--- src/core/awct_pkg.sv ---
// shared constants and carriers of the acquisition/waveform/counter timing block
package awct_pkg;

    // ==================================================
    // geometry
    localparam int ADDR_W  = 8;
    localparam int DATA_W  = 32;
    localparam int NUM_PFI = 10;
    localparam int SEL_W   = 4;
    localparam int NSIG    = 10;
    localparam int CTRL_W  = 13;
    localparam int MODE_W  = 10;

    // ==================================================
    // register offsets
    localparam logic [7:0] REG_CTRL     = 8'h00;
    localparam logic [7:0] REG_MODE     = 8'h04;
    localparam logic [7:0] REG_POL      = 8'h08;
    localparam logic [7:0] REG_SEL0     = 8'h0C;
    localparam logic [7:0] REG_SEL1     = 8'h10;
    localparam logic [7:0] REG_SI_LOAD  = 8'h14;
    localparam logic [7:0] REG_SCAN_LD  = 8'h18;
    localparam logic [7:0] REG_UI_LOAD  = 8'h1C;
    localparam logic [7:0] REG_CONV_N   = 8'h20;
    localparam logic [7:0] REG_BUF_N    = 8'h24;
    localparam logic [7:0] REG_C0_LOAD  = 8'h28;
    localparam logic [7:0] REG_C0_COUNT = 8'h2C;
    localparam logic [7:0] REG_C0_LATCH = 8'h30;
    localparam logic [7:0] REG_STATUS   = 8'h34;

    // ==================================================
    // control bits
    localparam int B_SEQ        = 0;
    localparam int B_AI_SWGATE  = 1;
    localparam int B_GATE_EDGE  = 2;
    localparam int B_DAC_SWGATE = 3;
    localparam int B_UI_STOP    = 4;
    localparam int B_DAC_POSTED = 5;
    localparam int B_C0_EN      = 6;
    localparam int B_C0_TOGGLE  = 7;
    localparam int B_C0_POL     = 8;
    localparam int B_DIR_EXT    = 9;
    localparam int B_DIR_UP     = 10;
    localparam int B_PIN_OE     = 11;
    localparam int B_C0_LATCH   = 12;

    // mode bits
    localparam int M_START_EXT = 0;
    localparam int M_CONV_EXT  = 1;
    localparam int M_UPD_EXT   = 2;
    localparam int M_SI_EXT    = 3;
    localparam int M_SI_SLOW   = 4;
    localparam int M_UI_EXT    = 5;
    localparam int M_UI_SLOW   = 6;
    localparam int M_C0_EXT    = 7;
    localparam int M_C0_SLOW   = 8;
    localparam int M_C1_EXT    = 9;

    // ==================================================
    // conditioned input channels
    localparam int SIG_START  = 0;
    localparam int SIG_GATE   = 1;
    localparam int SIG_SICLK  = 2;
    localparam int SIG_CONV   = 3;
    localparam int SIG_WFT    = 4;
    localparam int SIG_UPD    = 5;
    localparam int SIG_UICLK  = 6;
    localparam int SIG_C0CLK  = 7;
    localparam int SIG_C0GATE = 8;
    localparam int SIG_C1CLK  = 9;

    // ==================================================
    // timing
    localparam int CLK_HZ        = 50_000_000;
    localparam int CLK_NS        = 20;
    localparam int TB_FAST_HZ    = 20_000_000;
    localparam int TB_SLOW_HZ    = 100_000;
    localparam int WFT_PULSE_NS  = 50;
    localparam int UPD_PULSE_NS  = 300;
    localparam int WFT_CYC       = (WFT_PULSE_NS + CLK_NS - 1) / CLK_NS;
    localparam int UPD_CYC       = (UPD_PULSE_NS + CLK_NS - 1) / CLK_NS;

    // reset values
    localparam logic [15:0] CONV_N_RST = 16'h0001;

    // ==================================================
    // register port carrier
    typedef struct packed {
        logic [ADDR_W-1:0] addr;
        logic [DATA_W-1:0] wdata;
        logic              wr;
        logic              rd;
    } awct_bus_t;

endpackage

--- src/core/awct_pfi_cond.sv ---
// selects one input line, synchronises it, applies polarity, finds its edge
`timescale 1ns/10ps
module awct_pfi_cond #(
    parameter int N = 10
) (
    // clock and reset
    input  wire logic             i_ref_clk,
    input  wire logic             i_rst,
    // line select
    input  wire logic [N-1:0]     i_pfi,
    input  wire logic [3:0]       i_sel,
    input  wire logic             i_invert,
    // conditioned signal
    output logic                  o_level,
    output logic                  o_edge
);

    // ==================================================
    // state
    typedef struct packed {
        logic s1;
        logic s2;
        logic lv;
        logic ev;
    } awct_cond_t;

    awct_cond_t s;
    awct_cond_t n;
    logic       pick;

    assign pick = (32'(i_sel) < N) ? i_pfi[i_sel] : 1'b0;

    // sync before polarity so the edge is a single clean cycle
    always_comb begin
        n    = s;
        n.s1 = pick;
        n.s2 = s.s1;
        n.lv = s.s2 ^ i_invert;
        n.ev = n.lv & ~s.lv;
        if (i_rst) begin
            n = '0;
        end
    end

    always_ff @(posedge i_ref_clk) begin
        s <= n;
    end

    assign o_level = s.lv;
    assign o_edge  = s.ev;

endmodule

--- src/core/awct_tick.sv ---
// fractional divider: one-cycle enable at an average rate of TICK_HZ
`timescale 1ns/10ps
module awct_tick #(
    parameter int CLK_HZ  = 50_000_000,
    parameter int TICK_HZ = 20_000_000
) (
    // clock and reset
    input  wire logic i_ref_clk,
    input  wire logic i_rst,
    // enable
    output logic      o_tick
);

    // ==================================================
    // state
    typedef struct packed {
        logic [31:0] acc;
        logic        tick;
    } awct_tick_t;

    awct_tick_t s;
    awct_tick_t n;

    // jitter of one clock is accepted for non-integer ratios
    always_comb begin
        n      = s;
        n.acc  = s.acc + 32'(TICK_HZ);
        n.tick = 1'b0;
        if (n.acc >= 32'(CLK_HZ)) begin
            n.acc  = n.acc - 32'(CLK_HZ);
            n.tick = 1'b1;
        end
        if (i_rst) begin
            n = '0;
        end
    end

    always_ff @(posedge i_ref_clk) begin
        s <= n;
    end

    assign o_tick = s.tick;

endmodule

--- src/core/awct_top.sv ---
// acquisition scan gating, waveform timing and counter 0 timing controller
//
// Overview of operation
// RL1 - sample counter times conversions within each scan
// RL2 - no conversion strobe outside acquisition sequence
// RL3 - scans blockable by gate input or software
// RL4 - gate input from any line, level/edge, polarity
// RL5 - level gate active masks scan start
// RL6 - edge gate alternately disables and enables starts
// RL7 - gating takes effect only at scan start
// RL8 - scan interval clock: timebase or level input
// RL9 - waveform trigger edge starts generation and counter
// RL10 - trigger output high pulse, tri-state after reset
// RL11 - update edge updates DACs in posted mode
// RL12 - update output low pulse, tri-state after reset
// RL13 - external updates spaced for DAC data writes; the design passes each external update edge on without spacing
// RL14 - update counter makes updates, stops by software/buffer
// RL15 - software gate blocks every DAC update
// RL16 - update interval clock: timebase or level input
// RL17 - counter0 clock selectable, mirrored, tri-state after reset
// RL18 - counter0 gate edge runs/stops or latches
// RL19 - counter0 output pulse or toggle, polarity
// RL20 - direction line six or software sets direction
// RL21 - counter1 clock from selected line edge
// RL22 - scan start edge begins scan, starts sampling
// RL23 - conversions masked until scan start occurs
// RL24 - inputs synchronised before polarity and detection
`timescale 1ns/10ps
module awct_top #(
    parameter int CNT_W = 16
) (
    // clock and reset
    input  wire logic                      i_ref_clk,
    input  wire logic                      i_rst,
    // register port
    input  wire awct_pkg::awct_bus_t       i_bus,
    output logic [awct_pkg::DATA_W-1:0]    o_rdata,
    // input lines
    input  wire logic [awct_pkg::NUM_PFI-1:0] i_pfi,
    input  wire logic                      i_digital_line_six,
    // converter and DAC strobes
    output logic                           o_conv_strobe,
    output logic                           o_dac_update,
    // mirrored pins
    output logic                           o_waveform_trigger,
    output logic                           o_dac_update_strobe_n,
    output logic                           o_counter0_clock,
    output logic                           o_counter0_gate,
    output logic                           o_counter0_output,
    output logic                           o_pin_oe,
    // counter 1 clock enable
    output logic                           o_counter1_clock
);
    import awct_pkg::*;

    // ==================================================
    // state
    typedef struct packed {
        logic [CTRL_W-1:0]          ctrl;
        logic [MODE_W-1:0]          mode;
        logic [NSIG-1:0]            pol;
        logic [NSIG-1:0][SEL_W-1:0] sel;
        logic [CNT_W-1:0]           si_load;
        logic [CNT_W-1:0]           scan_load;
        logic [CNT_W-1:0]           ui_load;
        logic [CNT_W-1:0]           conv_n;
        logic [CNT_W-1:0]           buf_n;
        logic [CNT_W-1:0]           c0_load;
        logic [CNT_W-1:0]           scan_cnt;
        logic [CNT_W-1:0]           si_cnt;
        logic [CNT_W-1:0]           conv_left;
        logic                       in_scan;
        logic                       gate_tog;
        logic                       wf_run;
        logic [CNT_W-1:0]           ui_cnt;
        logic [CNT_W-1:0]           buf_left;
        logic [3:0]                 wft_cnt;
        logic [4:0]                 upd_cnt;
        logic [CNT_W-1:0]           c0_cnt;
        logic [CNT_W-1:0]           c0_latch;
        logic                       c0_halt;
        logic                       c0_raw;
        logic                       dio_s1;
        logic                       dio_s2;
        logic                       conv;
        logic                       dac_upd;
        logic                       wf_trig;
        logic                       upd_n;
        logic                       c0_clk;
        logic                       c0_gate;
        logic                       c0_out;
        logic                       c1_clk;
        logic [DATA_W-1:0]          rdata;
    } awct_state_t;

    awct_state_t     s;
    awct_state_t     n;
    logic [NSIG-1:0] lv;
    logic [NSIG-1:0] ev;
    logic            tb_fast;
    logic            tb_slow;
    logic            si_tick;
    logic            ui_tick;
    logic            c0_tick;
    logic            start_evt;
    logic            blocked;
    logic            start_ok;
    logic            conv_evt;
    logic            scan_done;
    logic            upd_req;
    logic            upd_ok;
    logic            wf_start;
    logic            dir_up;
    logic            c0_tc;

    // ==================================================
    // timebases and input conditioning
    awct_tick #(.CLK_HZ(CLK_HZ), .TICK_HZ(TB_FAST_HZ)) u_tb_fast (
        .i_ref_clk (i_ref_clk),
        .i_rst     (i_rst),
        .o_tick    (tb_fast)
    );

    awct_tick #(.CLK_HZ(CLK_HZ), .TICK_HZ(TB_SLOW_HZ)) u_tb_slow (
        .i_ref_clk (i_ref_clk),
        .i_rst     (i_rst),
        .o_tick    (tb_slow)
    );

    for (genvar g = 0; g < NSIG; g++) begin : g_cond
        awct_pfi_cond #(.N(NUM_PFI)) u_cond (  // RL24 RL4
            .i_ref_clk (i_ref_clk),
            .i_rst     (i_rst),
            .i_pfi     (i_pfi),
            .i_sel     (s.sel[g]),
            .i_invert  (s.pol[g]),
            .o_level   (lv[g]),
            .o_edge    (ev[g])
        );
    end

    // external clock in level mode counts on each start of the active level
    function automatic logic clk_pick(input logic ext, input logic slow, input logic pin_ev,
                                      input logic f, input logic sl);
        return ext ? pin_ev : (slow ? sl : f);
    endfunction

    // ==================================================
    // event decode
    always_comb begin
        si_tick = clk_pick(s.mode[M_SI_EXT], s.mode[M_SI_SLOW], ev[SIG_SICLK],
                           tb_fast, tb_slow);  // RL8
        ui_tick = clk_pick(s.mode[M_UI_EXT], s.mode[M_UI_SLOW], ev[SIG_UICLK],
                           tb_fast, tb_slow);  // RL16
        c0_tick = clk_pick(s.mode[M_C0_EXT], s.mode[M_C0_SLOW], ev[SIG_C0CLK],
                           tb_fast, tb_slow);  // RL17
        start_evt = s.mode[M_START_EXT] ? ev[SIG_START]
                  : (s.ctrl[B_SEQ] & si_tick & (s.scan_cnt == '0));  // RL22
        blocked   = s.ctrl[B_AI_SWGATE]
                  | (s.ctrl[B_GATE_EDGE] ? s.gate_tog : lv[SIG_GATE]);  // RL3 RL5 RL6
        start_ok  = start_evt & s.ctrl[B_SEQ] & ~s.in_scan & ~blocked;  // RL7
        conv_evt  = s.in_scan & s.ctrl[B_SEQ]
                  & (s.mode[M_CONV_EXT] ? ev[SIG_CONV]
                                        : (tb_fast & (s.si_cnt == '0)));  // RL2 RL23
        scan_done = s.in_scan & (~s.ctrl[B_SEQ] | (conv_evt & (s.conv_left <= 1)));
        wf_start  = ev[SIG_WFT] & ~s.wf_run & (s.wft_cnt == 4'h0);  // RL9
        upd_req   = s.mode[M_UPD_EXT] ? ev[SIG_UPD]
                  : (s.wf_run & ui_tick & (s.ui_cnt == '0));  // RL14
        upd_ok    = upd_req & s.ctrl[B_DAC_POSTED] & ~s.ctrl[B_DAC_SWGATE];  // RL11 RL15
        dir_up    = s.ctrl[B_DIR_EXT] ? s.dio_s2 : s.ctrl[B_DIR_UP];  // RL20
        c0_tc     = dir_up ? (s.c0_cnt == '1) : (s.c0_cnt == '0);
    end

    // ==================================================
    // next state
    always_comb begin
        n         = s;
        n.conv    = 1'b0;
        n.dac_upd = 1'b0;
        n.c0_clk  = 1'b0;
        n.dio_s1  = i_digital_line_six;
        n.dio_s2  = s.dio_s1;

        // scan interval counter
        if (s.ctrl[B_SEQ] & si_tick) begin
            n.scan_cnt = (s.scan_cnt == '0) ? s.scan_load : s.scan_cnt - 1'b1;
        end

        // edge gate alternates on each active edge
        if (s.ctrl[B_GATE_EDGE] & ev[SIG_GATE]) begin
            n.gate_tog = ~s.gate_tog;  // RL6
        end

        // sample interval counter
        if (s.in_scan & ~s.mode[M_CONV_EXT] & tb_fast) begin
            n.si_cnt = (s.si_cnt == '0) ? s.si_load : s.si_cnt - 1'b1;  // RL1
        end
        if (start_ok) begin
            n.in_scan   = 1'b1;  // RL22
            n.si_cnt    = s.si_load;
            n.conv_left = s.conv_n;
        end
        if (conv_evt) begin
            n.conv      = 1'b1;
            n.conv_left = s.conv_left - 1'b1;
        end
        if (scan_done) begin
            n.in_scan = 1'b0;  // RL1
            n.si_cnt  = s.si_load;
        end

        // waveform trigger and its pin pulse
        if (s.wft_cnt != 4'h0) begin
            n.wft_cnt = s.wft_cnt - 4'h1;
        end
        if (wf_start) begin
            n.wf_run   = 1'b1;  // RL9
            n.ui_cnt   = s.ui_load;
            n.buf_left = s.buf_n;
            n.wft_cnt  = 4'(WFT_CYC);  // RL10
        end

        // update interval counter
        if (s.wf_run & ~s.mode[M_UPD_EXT] & ui_tick) begin
            n.ui_cnt = (s.ui_cnt == '0) ? s.ui_load : s.ui_cnt - 1'b1;  // RL14
        end
        if (s.upd_cnt != 5'h00) begin
            n.upd_cnt = s.upd_cnt - 5'h01;
        end
        if (upd_ok) begin
            n.dac_upd = 1'b1;
            n.upd_cnt = 5'(UPD_CYC);  // RL12
            if (s.wf_run & (s.buf_left != '0)) begin
                n.buf_left = s.buf_left - 1'b1;
                if (s.buf_left == 1) begin
                    n.wf_run = 1'b0;  // RL14
                end
            end
        end

        // counter 0
        n.c0_gate = lv[SIG_C0GATE];  // RL18
        if (ev[SIG_C0GATE]) begin
            if (s.ctrl[B_C0_LATCH]) begin
                n.c0_latch = s.c0_cnt;  // RL18
            end else begin
                n.c0_halt = ~s.c0_halt;  // RL18
            end
        end
        if (~s.ctrl[B_C0_TOGGLE]) begin
            n.c0_raw = 1'b0;
        end
        if (c0_tick) begin
            n.c0_clk = 1'b1;  // RL17
        end
        if (c0_tick & s.ctrl[B_C0_EN] & ~s.c0_halt) begin
            if (c0_tc) begin
                n.c0_cnt = s.c0_load;
                n.c0_raw = s.ctrl[B_C0_TOGGLE] ? ~s.c0_raw : 1'b1;  // RL19
            end else begin
                n.c0_cnt = dir_up ? s.c0_cnt + 1'b1 : s.c0_cnt - 1'b1;  // RL20
            end
        end

        // counter 1 clock
        n.c1_clk = s.mode[M_C1_EXT] ? ev[SIG_C1CLK] : tb_fast;  // RL21

        // register writes
        if (i_bus.wr) begin
            case (i_bus.addr)
                REG_CTRL: begin
                    n.ctrl = i_bus.wdata[CTRL_W-1:0];
                    n.ctrl[B_UI_STOP] = 1'b0;
                    if (i_bus.wdata[B_UI_STOP] & ~wf_start) begin
                        n.wf_run = 1'b0;  // RL14
                    end
                end
                REG_MODE:    n.mode = i_bus.wdata[MODE_W-1:0];
                REG_POL:     n.pol = i_bus.wdata[NSIG-1:0];
                REG_SEL0:    n.sel[7:0] = i_bus.wdata;
                REG_SEL1:    n.sel[9:8] = i_bus.wdata[7:0];
                REG_SI_LOAD: n.si_load = i_bus.wdata[CNT_W-1:0];
                REG_SCAN_LD: n.scan_load = i_bus.wdata[CNT_W-1:0];
                REG_UI_LOAD: n.ui_load = i_bus.wdata[CNT_W-1:0];
                REG_CONV_N:  n.conv_n = i_bus.wdata[CNT_W-1:0];
                REG_BUF_N:   n.buf_n = i_bus.wdata[CNT_W-1:0];
                REG_C0_LOAD: begin
                    n.c0_load = i_bus.wdata[CNT_W-1:0];
                    n.c0_cnt  = i_bus.wdata[CNT_W-1:0];
                end
                default: ;
            endcase
        end

        // register reads, answer one cycle later
        n.rdata = '0;
        if (i_bus.rd) begin
            case (i_bus.addr)
                REG_CTRL:     n.rdata = DATA_W'(s.ctrl);
                REG_MODE:     n.rdata = DATA_W'(s.mode);
                REG_POL:      n.rdata = DATA_W'(s.pol);
                REG_SEL0:     n.rdata = s.sel[7:0];
                REG_SEL1:     n.rdata = DATA_W'(s.sel[9:8]);
                REG_SI_LOAD:  n.rdata = DATA_W'(s.si_load);
                REG_SCAN_LD:  n.rdata = DATA_W'(s.scan_load);
                REG_UI_LOAD:  n.rdata = DATA_W'(s.ui_load);
                REG_CONV_N:   n.rdata = DATA_W'(s.conv_n);
                REG_BUF_N:    n.rdata = DATA_W'(s.buf_n);
                REG_C0_LOAD:  n.rdata = DATA_W'(s.c0_load);
                REG_C0_COUNT: n.rdata = DATA_W'(s.c0_cnt);
                REG_C0_LATCH: n.rdata = DATA_W'(s.c0_latch);
                REG_STATUS:   n.rdata = DATA_W'({dir_up, s.c0_halt, s.c0_out, s.wf_run,
                                                 blocked, s.in_scan});
                default:      n.rdata = '0;
            endcase
        end

        // pin images, all registered
        n.wf_trig = (n.wft_cnt != 4'h0);  // RL10
        n.upd_n   = (n.upd_cnt == 5'h00);  // RL12
        n.c0_out  = n.c0_raw ^ n.ctrl[B_C0_POL];  // RL19

        // pins start tri-stated until software enables them
        if (i_rst) begin
            n        = '0;
            n.conv_n = CONV_N_RST[CNT_W-1:0];
            n.upd_n  = 1'b1;
        end
    end

    always_ff @(posedge i_ref_clk) begin
        s <= n;
    end

    // ==================================================
    // outputs
    assign o_rdata               = s.rdata;
    assign o_conv_strobe         = s.conv;
    assign o_dac_update          = s.dac_upd;
    assign o_waveform_trigger    = s.wf_trig;
    assign o_dac_update_strobe_n = s.upd_n;
    assign o_counter0_clock      = s.c0_clk;
    assign o_counter0_gate       = s.c0_gate;
    assign o_counter0_output     = s.c0_out;
    assign o_pin_oe              = s.ctrl[B_PIN_OE];  // RL10 RL12 RL17 RL18 RL19
    assign o_counter1_clock      = s.c1_clk;
endmodule

--- config.mk ---
export PLATFORM = sky130hd
export DESIGN_NAME = awct_top
export DESIGN_NICKNAME = d
export VERILOG_FILES = /design/src/core/awct_pkg.sv /design/src/core/awct_pfi_cond.sv /design/src/core/awct_tick.sv /design/src/core/awct_top.sv
export SDC_FILE = /design/constraint.sdc
export NUM_CORES = 1
export LEC_CHECK = 0
export ABC_AREA = 0
export BUFFER_PORTS_ARGS = -buffer_cell sky130_fd_sc_hd__buf_2
export CORE_ASPECT_RATIO = 0.75
export CORE_MARGIN = 2
export CORE_UTILIZATION = 50
export CTS_BUF_LIST = sky130_fd_sc_hd__clkbuf_16
export CTS_CLUSTER_SIZE = 20
export DETAILED_ROUTE_END_ITERATION = 8
export GPL_TIMING_DRIVEN = 0
export PLACE_DENSITY = 0.67
export SLEW_MARGIN = 5
export SYNTH_ARGS = -nofsm -noshare
export SYNTH_HDL_FRONTEND = slang
export SYNTH_HIERARCHICAL = 1
export SYNTH_SLANG_ARGS = --single-unit
--- constraint.sdc ---
create_clock -name i_ref_clk -period 5.04 [get_ports i_ref_clk]
set_clock_uncertainty 0.2 [all_clocks]
set_input_delay 1.008 -clock i_ref_clk [delete_from_list [all_inputs] [get_ports i_ref_clk]]
set_output_delay 1.008 -clock i_ref_clk [all_outputs]
set_load 0.01 [all_outputs]
==> flow_summary_export.csv <==
group,metric,value,unit
cells_and_area,utilization,56.7,%
cells_and_area,final_net_count,3001,
synthesis,yosys_most_used_dff,"dfxtp_1",
synthesis,synth_seq_cells,430,
synthesis,postSynth.asyncResetShare,0,%
routing,totalWireLength,88200,um
timing,rsz0062_at_grt,"false",
global_routing,antenna_found_initial,2,
cts,cts.reportedPaths.clkPinSlew,0.06,ns
timing,slew_headroom,8.92,%
critical_path,cpLargestDelayFamily,"simple AND/OR/NAND/NOR gates",
cts,post_cts_buffers,0,
critical_path,crit_chain,"ha_1 -> or3_1 -> a221oi_1 -> a2bb2oi_1 -> nor2_1 -> xnor2_1 -> nand4_1 -> nor3_2 -> buf_2 -> buf_2 -> xnor2_1 -> nor2_1",
critical_path,crit_arrival,4.56,ns
cts,cts_htree_levels,2,
routing,post-route-drc-count,0,
job,drv_cap,0,
critical_path,cpMaxStageDelayCell,"a221oi_1",
place,numPortBuffers,85,
global_routing,grt_max_degree,47,
die,die_w,250,um
critical_path,end_kind,"flip-flop",
global_routing,met2_usage,53.9,%
place,hpwl,65100,um
cts,cts_root_buffer,"clkbuf_16",
critical_path,critPathKind,"flip-flop to flip-flop",
routing,via_count,22800,
die,rows,67,
die,core-area,44700,um2
synthesis,synthDistinctLibCells,115,
die,pin_count,96,
critical_path,reg2reg_to,"u_tb_fast/s[8]$_SDFFE_PP0P_",
timing,setup_violations,0,
critical_path,r2r_slack,0.74,ns
synthesis,netlist_instances,2776,
cts,clkSinkCount,430,
critical_path,reg2reg_depth,12,
cts,cts_resized,0,
synthesis,synth-warning-count,6,
critical_path,critPathLaunchType,"flip-flop",
timing,setup_total_negative_slack,0,ns
critical_path,slowest_delay,0.45,ns
global_routing,track_usage,36.4,%
timing,fin_worst_hold_slack,0.185,ns
timing,drv_slew,0,
synthesis,yosysSeqAreaShare,38.0,%
routing,routed_via_density,6.46,
synthesis,synth_edf_count,0,
min_path,min_path_cells,1,
synthesis,syn_area,22600,um2
global_routing,first_global_vias,20800,
die,die_h,188,um
timing,tightest_slew,1.37,ns
global_routing,grt_util_met1,52.0,%
min_path,min-delay-start,"g_cond[6].u_cond/o_level$_SDFF_PP0_",
cts,cts_hold_buf,0,
cells_and_area,layout.cells.non_filler,3535,
critical_path,worst-path-buf-inv,2,
synthesis,avgSynthCellArea,8.15,um2
timing,fmax,232,MHz
global_routing,grt_remaining_overflow,0,
synthesis,synthesis.nets,2867,
place,place_congestion,1.04,
place,placed_cells,3449,
critical_path,crit_required,5.29,ns
critical_path,reg2reg_from,"u_tb_fast/s[9]$_SDFF_PP0_",
min_path,hold_end,"g_cond[6].u_cond/o_edge$_SDFF_PP0_",
cells_and_area,syn2layout_area_growth,11.9,%
timing,finalHoldViolations,0,
cts,cts_buffer_depth,3,
power,peakVddDrop,0.375,mV
cells_and_area,final_common_cell,"nand2_1",
cts,cts_tree,"built",
global_routing,met3_usage,7.56,%
power,powerDensity,385,nW/um2
global_routing,busiest_layer,"met2",
run_status,status,"finished, final reports clean",
cts,worstSkewPairLatency,0.59,ns
cells_and_area,drive_above_1_share,11.4,%
min_path,min-delay-path-class,"flip-flop to flip-flop",
routing,drt_first_pass_iters,6,
cts,cts_buffers,45,
global_routing,grt_pass1_wl,130000,um
timing,post-route-period-util,85.4,%
die,initial_core_util,50.7,%
routing,wire_per_inst,24.9,um
timing,fin_crit,4.30,ns
routing,drtIter0Drc,2741,
critical_path,crit_fanout,10,
die,die-area,47000,um2
routing,ant_nets,0,
power,leakagePower,9.03,nW
cells_and_area,mostFrequentLayoutCells,"nand2_1, dfxtp_1, a21oi_1, nor2_1, clkbuf_1",
per-stage QoR:
stage	setup slack [ns]	total power [W]	instance area [um2]
CTS	0.736	0.00974	25300
global placement	0.529	0.00628	23800
global route	0.504	0.0102	25300
finish	0.736	0.00976	25300
floorplan	1.49	0.00569	22600
detailed placement	0.452	0.00633	23800
sequential cells by signal (all words and copies together) (netlist names), 10 cells and up:
signal                 flops
s                        295
g_cond.u_cond/s           20
g_cond.u_cond/o_edge      10
o_rdata                   32
u_tb_slow/s               27
u_tb_fast/s               25
g_cond.u_cond/o_level     10
synth_stat cells (11+ instances only):
library cell,number,area [um2]
nand4_1,18,113
a21oi_1,290,1450
or3_1,31,194
nand3_1,79,395
a211oi_1,32,240
o211ai_1,32,240
a221oi_1,19,166
buf_4,34,255
o22ai_1,12,75.1
xor2_1,25,219
nand2_1,462,1730
a221oi_2,21,315
a21o_1,16,120
o21ai_0,82,410
and3_1,39,244
a31oi_1,41,257
a222oi_1,31,310
nand2b_1,24,150
mux2_2,36,405
nor3_1,71,355
dfxtp_1,430,8610
clkbuf_1,134,503
mux2i_1,38,380
nor2b_1,29,181
ha_1,35,438
nor4_1,22,138
nor3b_1,11,82.6
inv_1,39,146
a22oi_1,20,150
xnor2_1,63,552
nor2_1,243,912
buf_2,19,95.1
a22o_1,19,166
and2_1,20,125
o21ai_1,11,55.1
cell type report:
| cell class | count | area (um2) |
|---|---|---|
| plain buffers | 197 | 900 |
| well taps | 586 | 733 |
| fillers | 4163 | 19400 |
| multi-input cells | 2108 | 13000 |
| diodes | 5 | 12.5 |
| repair buffers | 87 | 444 |
| clock inverters | 34 | 310 |
| flip-flops and latches | 430 | 8610 |
| clock buffers | 47 | 1180 |
| inverters | 41 | 154 |
report_power, final:
group / switching (W) / internal, W
clock: 0.00148 / 0.00195
sequential: 0.000210 / 0.00361
combinational: 0.00156 / 0.000946
total: 0.00325 / 0.00651
metal layers:
metal,up-vias,share of wire (%)
li1,10300,-
met1,11000,44
met2,1257,42
met3,197,11
met4,0,3.8
met5,-,0
how the worst max path moves through the flow:
| stage | cells after the start | start | slack, ns | endpoint |
|---|---|---|---|---|
| finish | 12 | u_tb_fast/s[9]$_SDFF_PP0_ | 0.74 | u_tb_fast/s[8]$_SDFFE_PP0P_ |
| global route | 12 | u_tb_fast/s[9]$_SDFF_PP0_ | 0.50 | u_tb_fast/s[10]$_SDFF_PP0_ |
| CTS | 12 | u_tb_fast/s[9]$_SDFF_PP0_ | 0.74 | u_tb_fast/s[8]$_SDFFE_PP0P_ |
| detailed placement | 9 | i_bus[38] | 0.45 | o_rdata[15]$_SDFF_PP0_ |
| global placement | 9 | i_bus[38] | 0.53 | o_rdata[15]$_SDFF_PP0_ |
| floorplan | 10 | u_tb_fast/s[9]$_SDFF_PP0_ | 1.49 | u_tb_fast/s[24]$_SDFF_PP0_ |
cell families (layout without fill, tap and decap cells):
group           Yosys count  count (layout)  share of synthesized area [%]
flops                   430             430                           38.0
mux                      88              88                           4.83
simple gates           1140            1140                           23.9
compound gates          754             754                           23.0
buf+inv                 238             406                           4.65
other cells               0               5                              0
xor+xnor                 90              90                           3.55
fa+ha+maj                36              36                           2.02
Power figures use the tool's default switching activity.
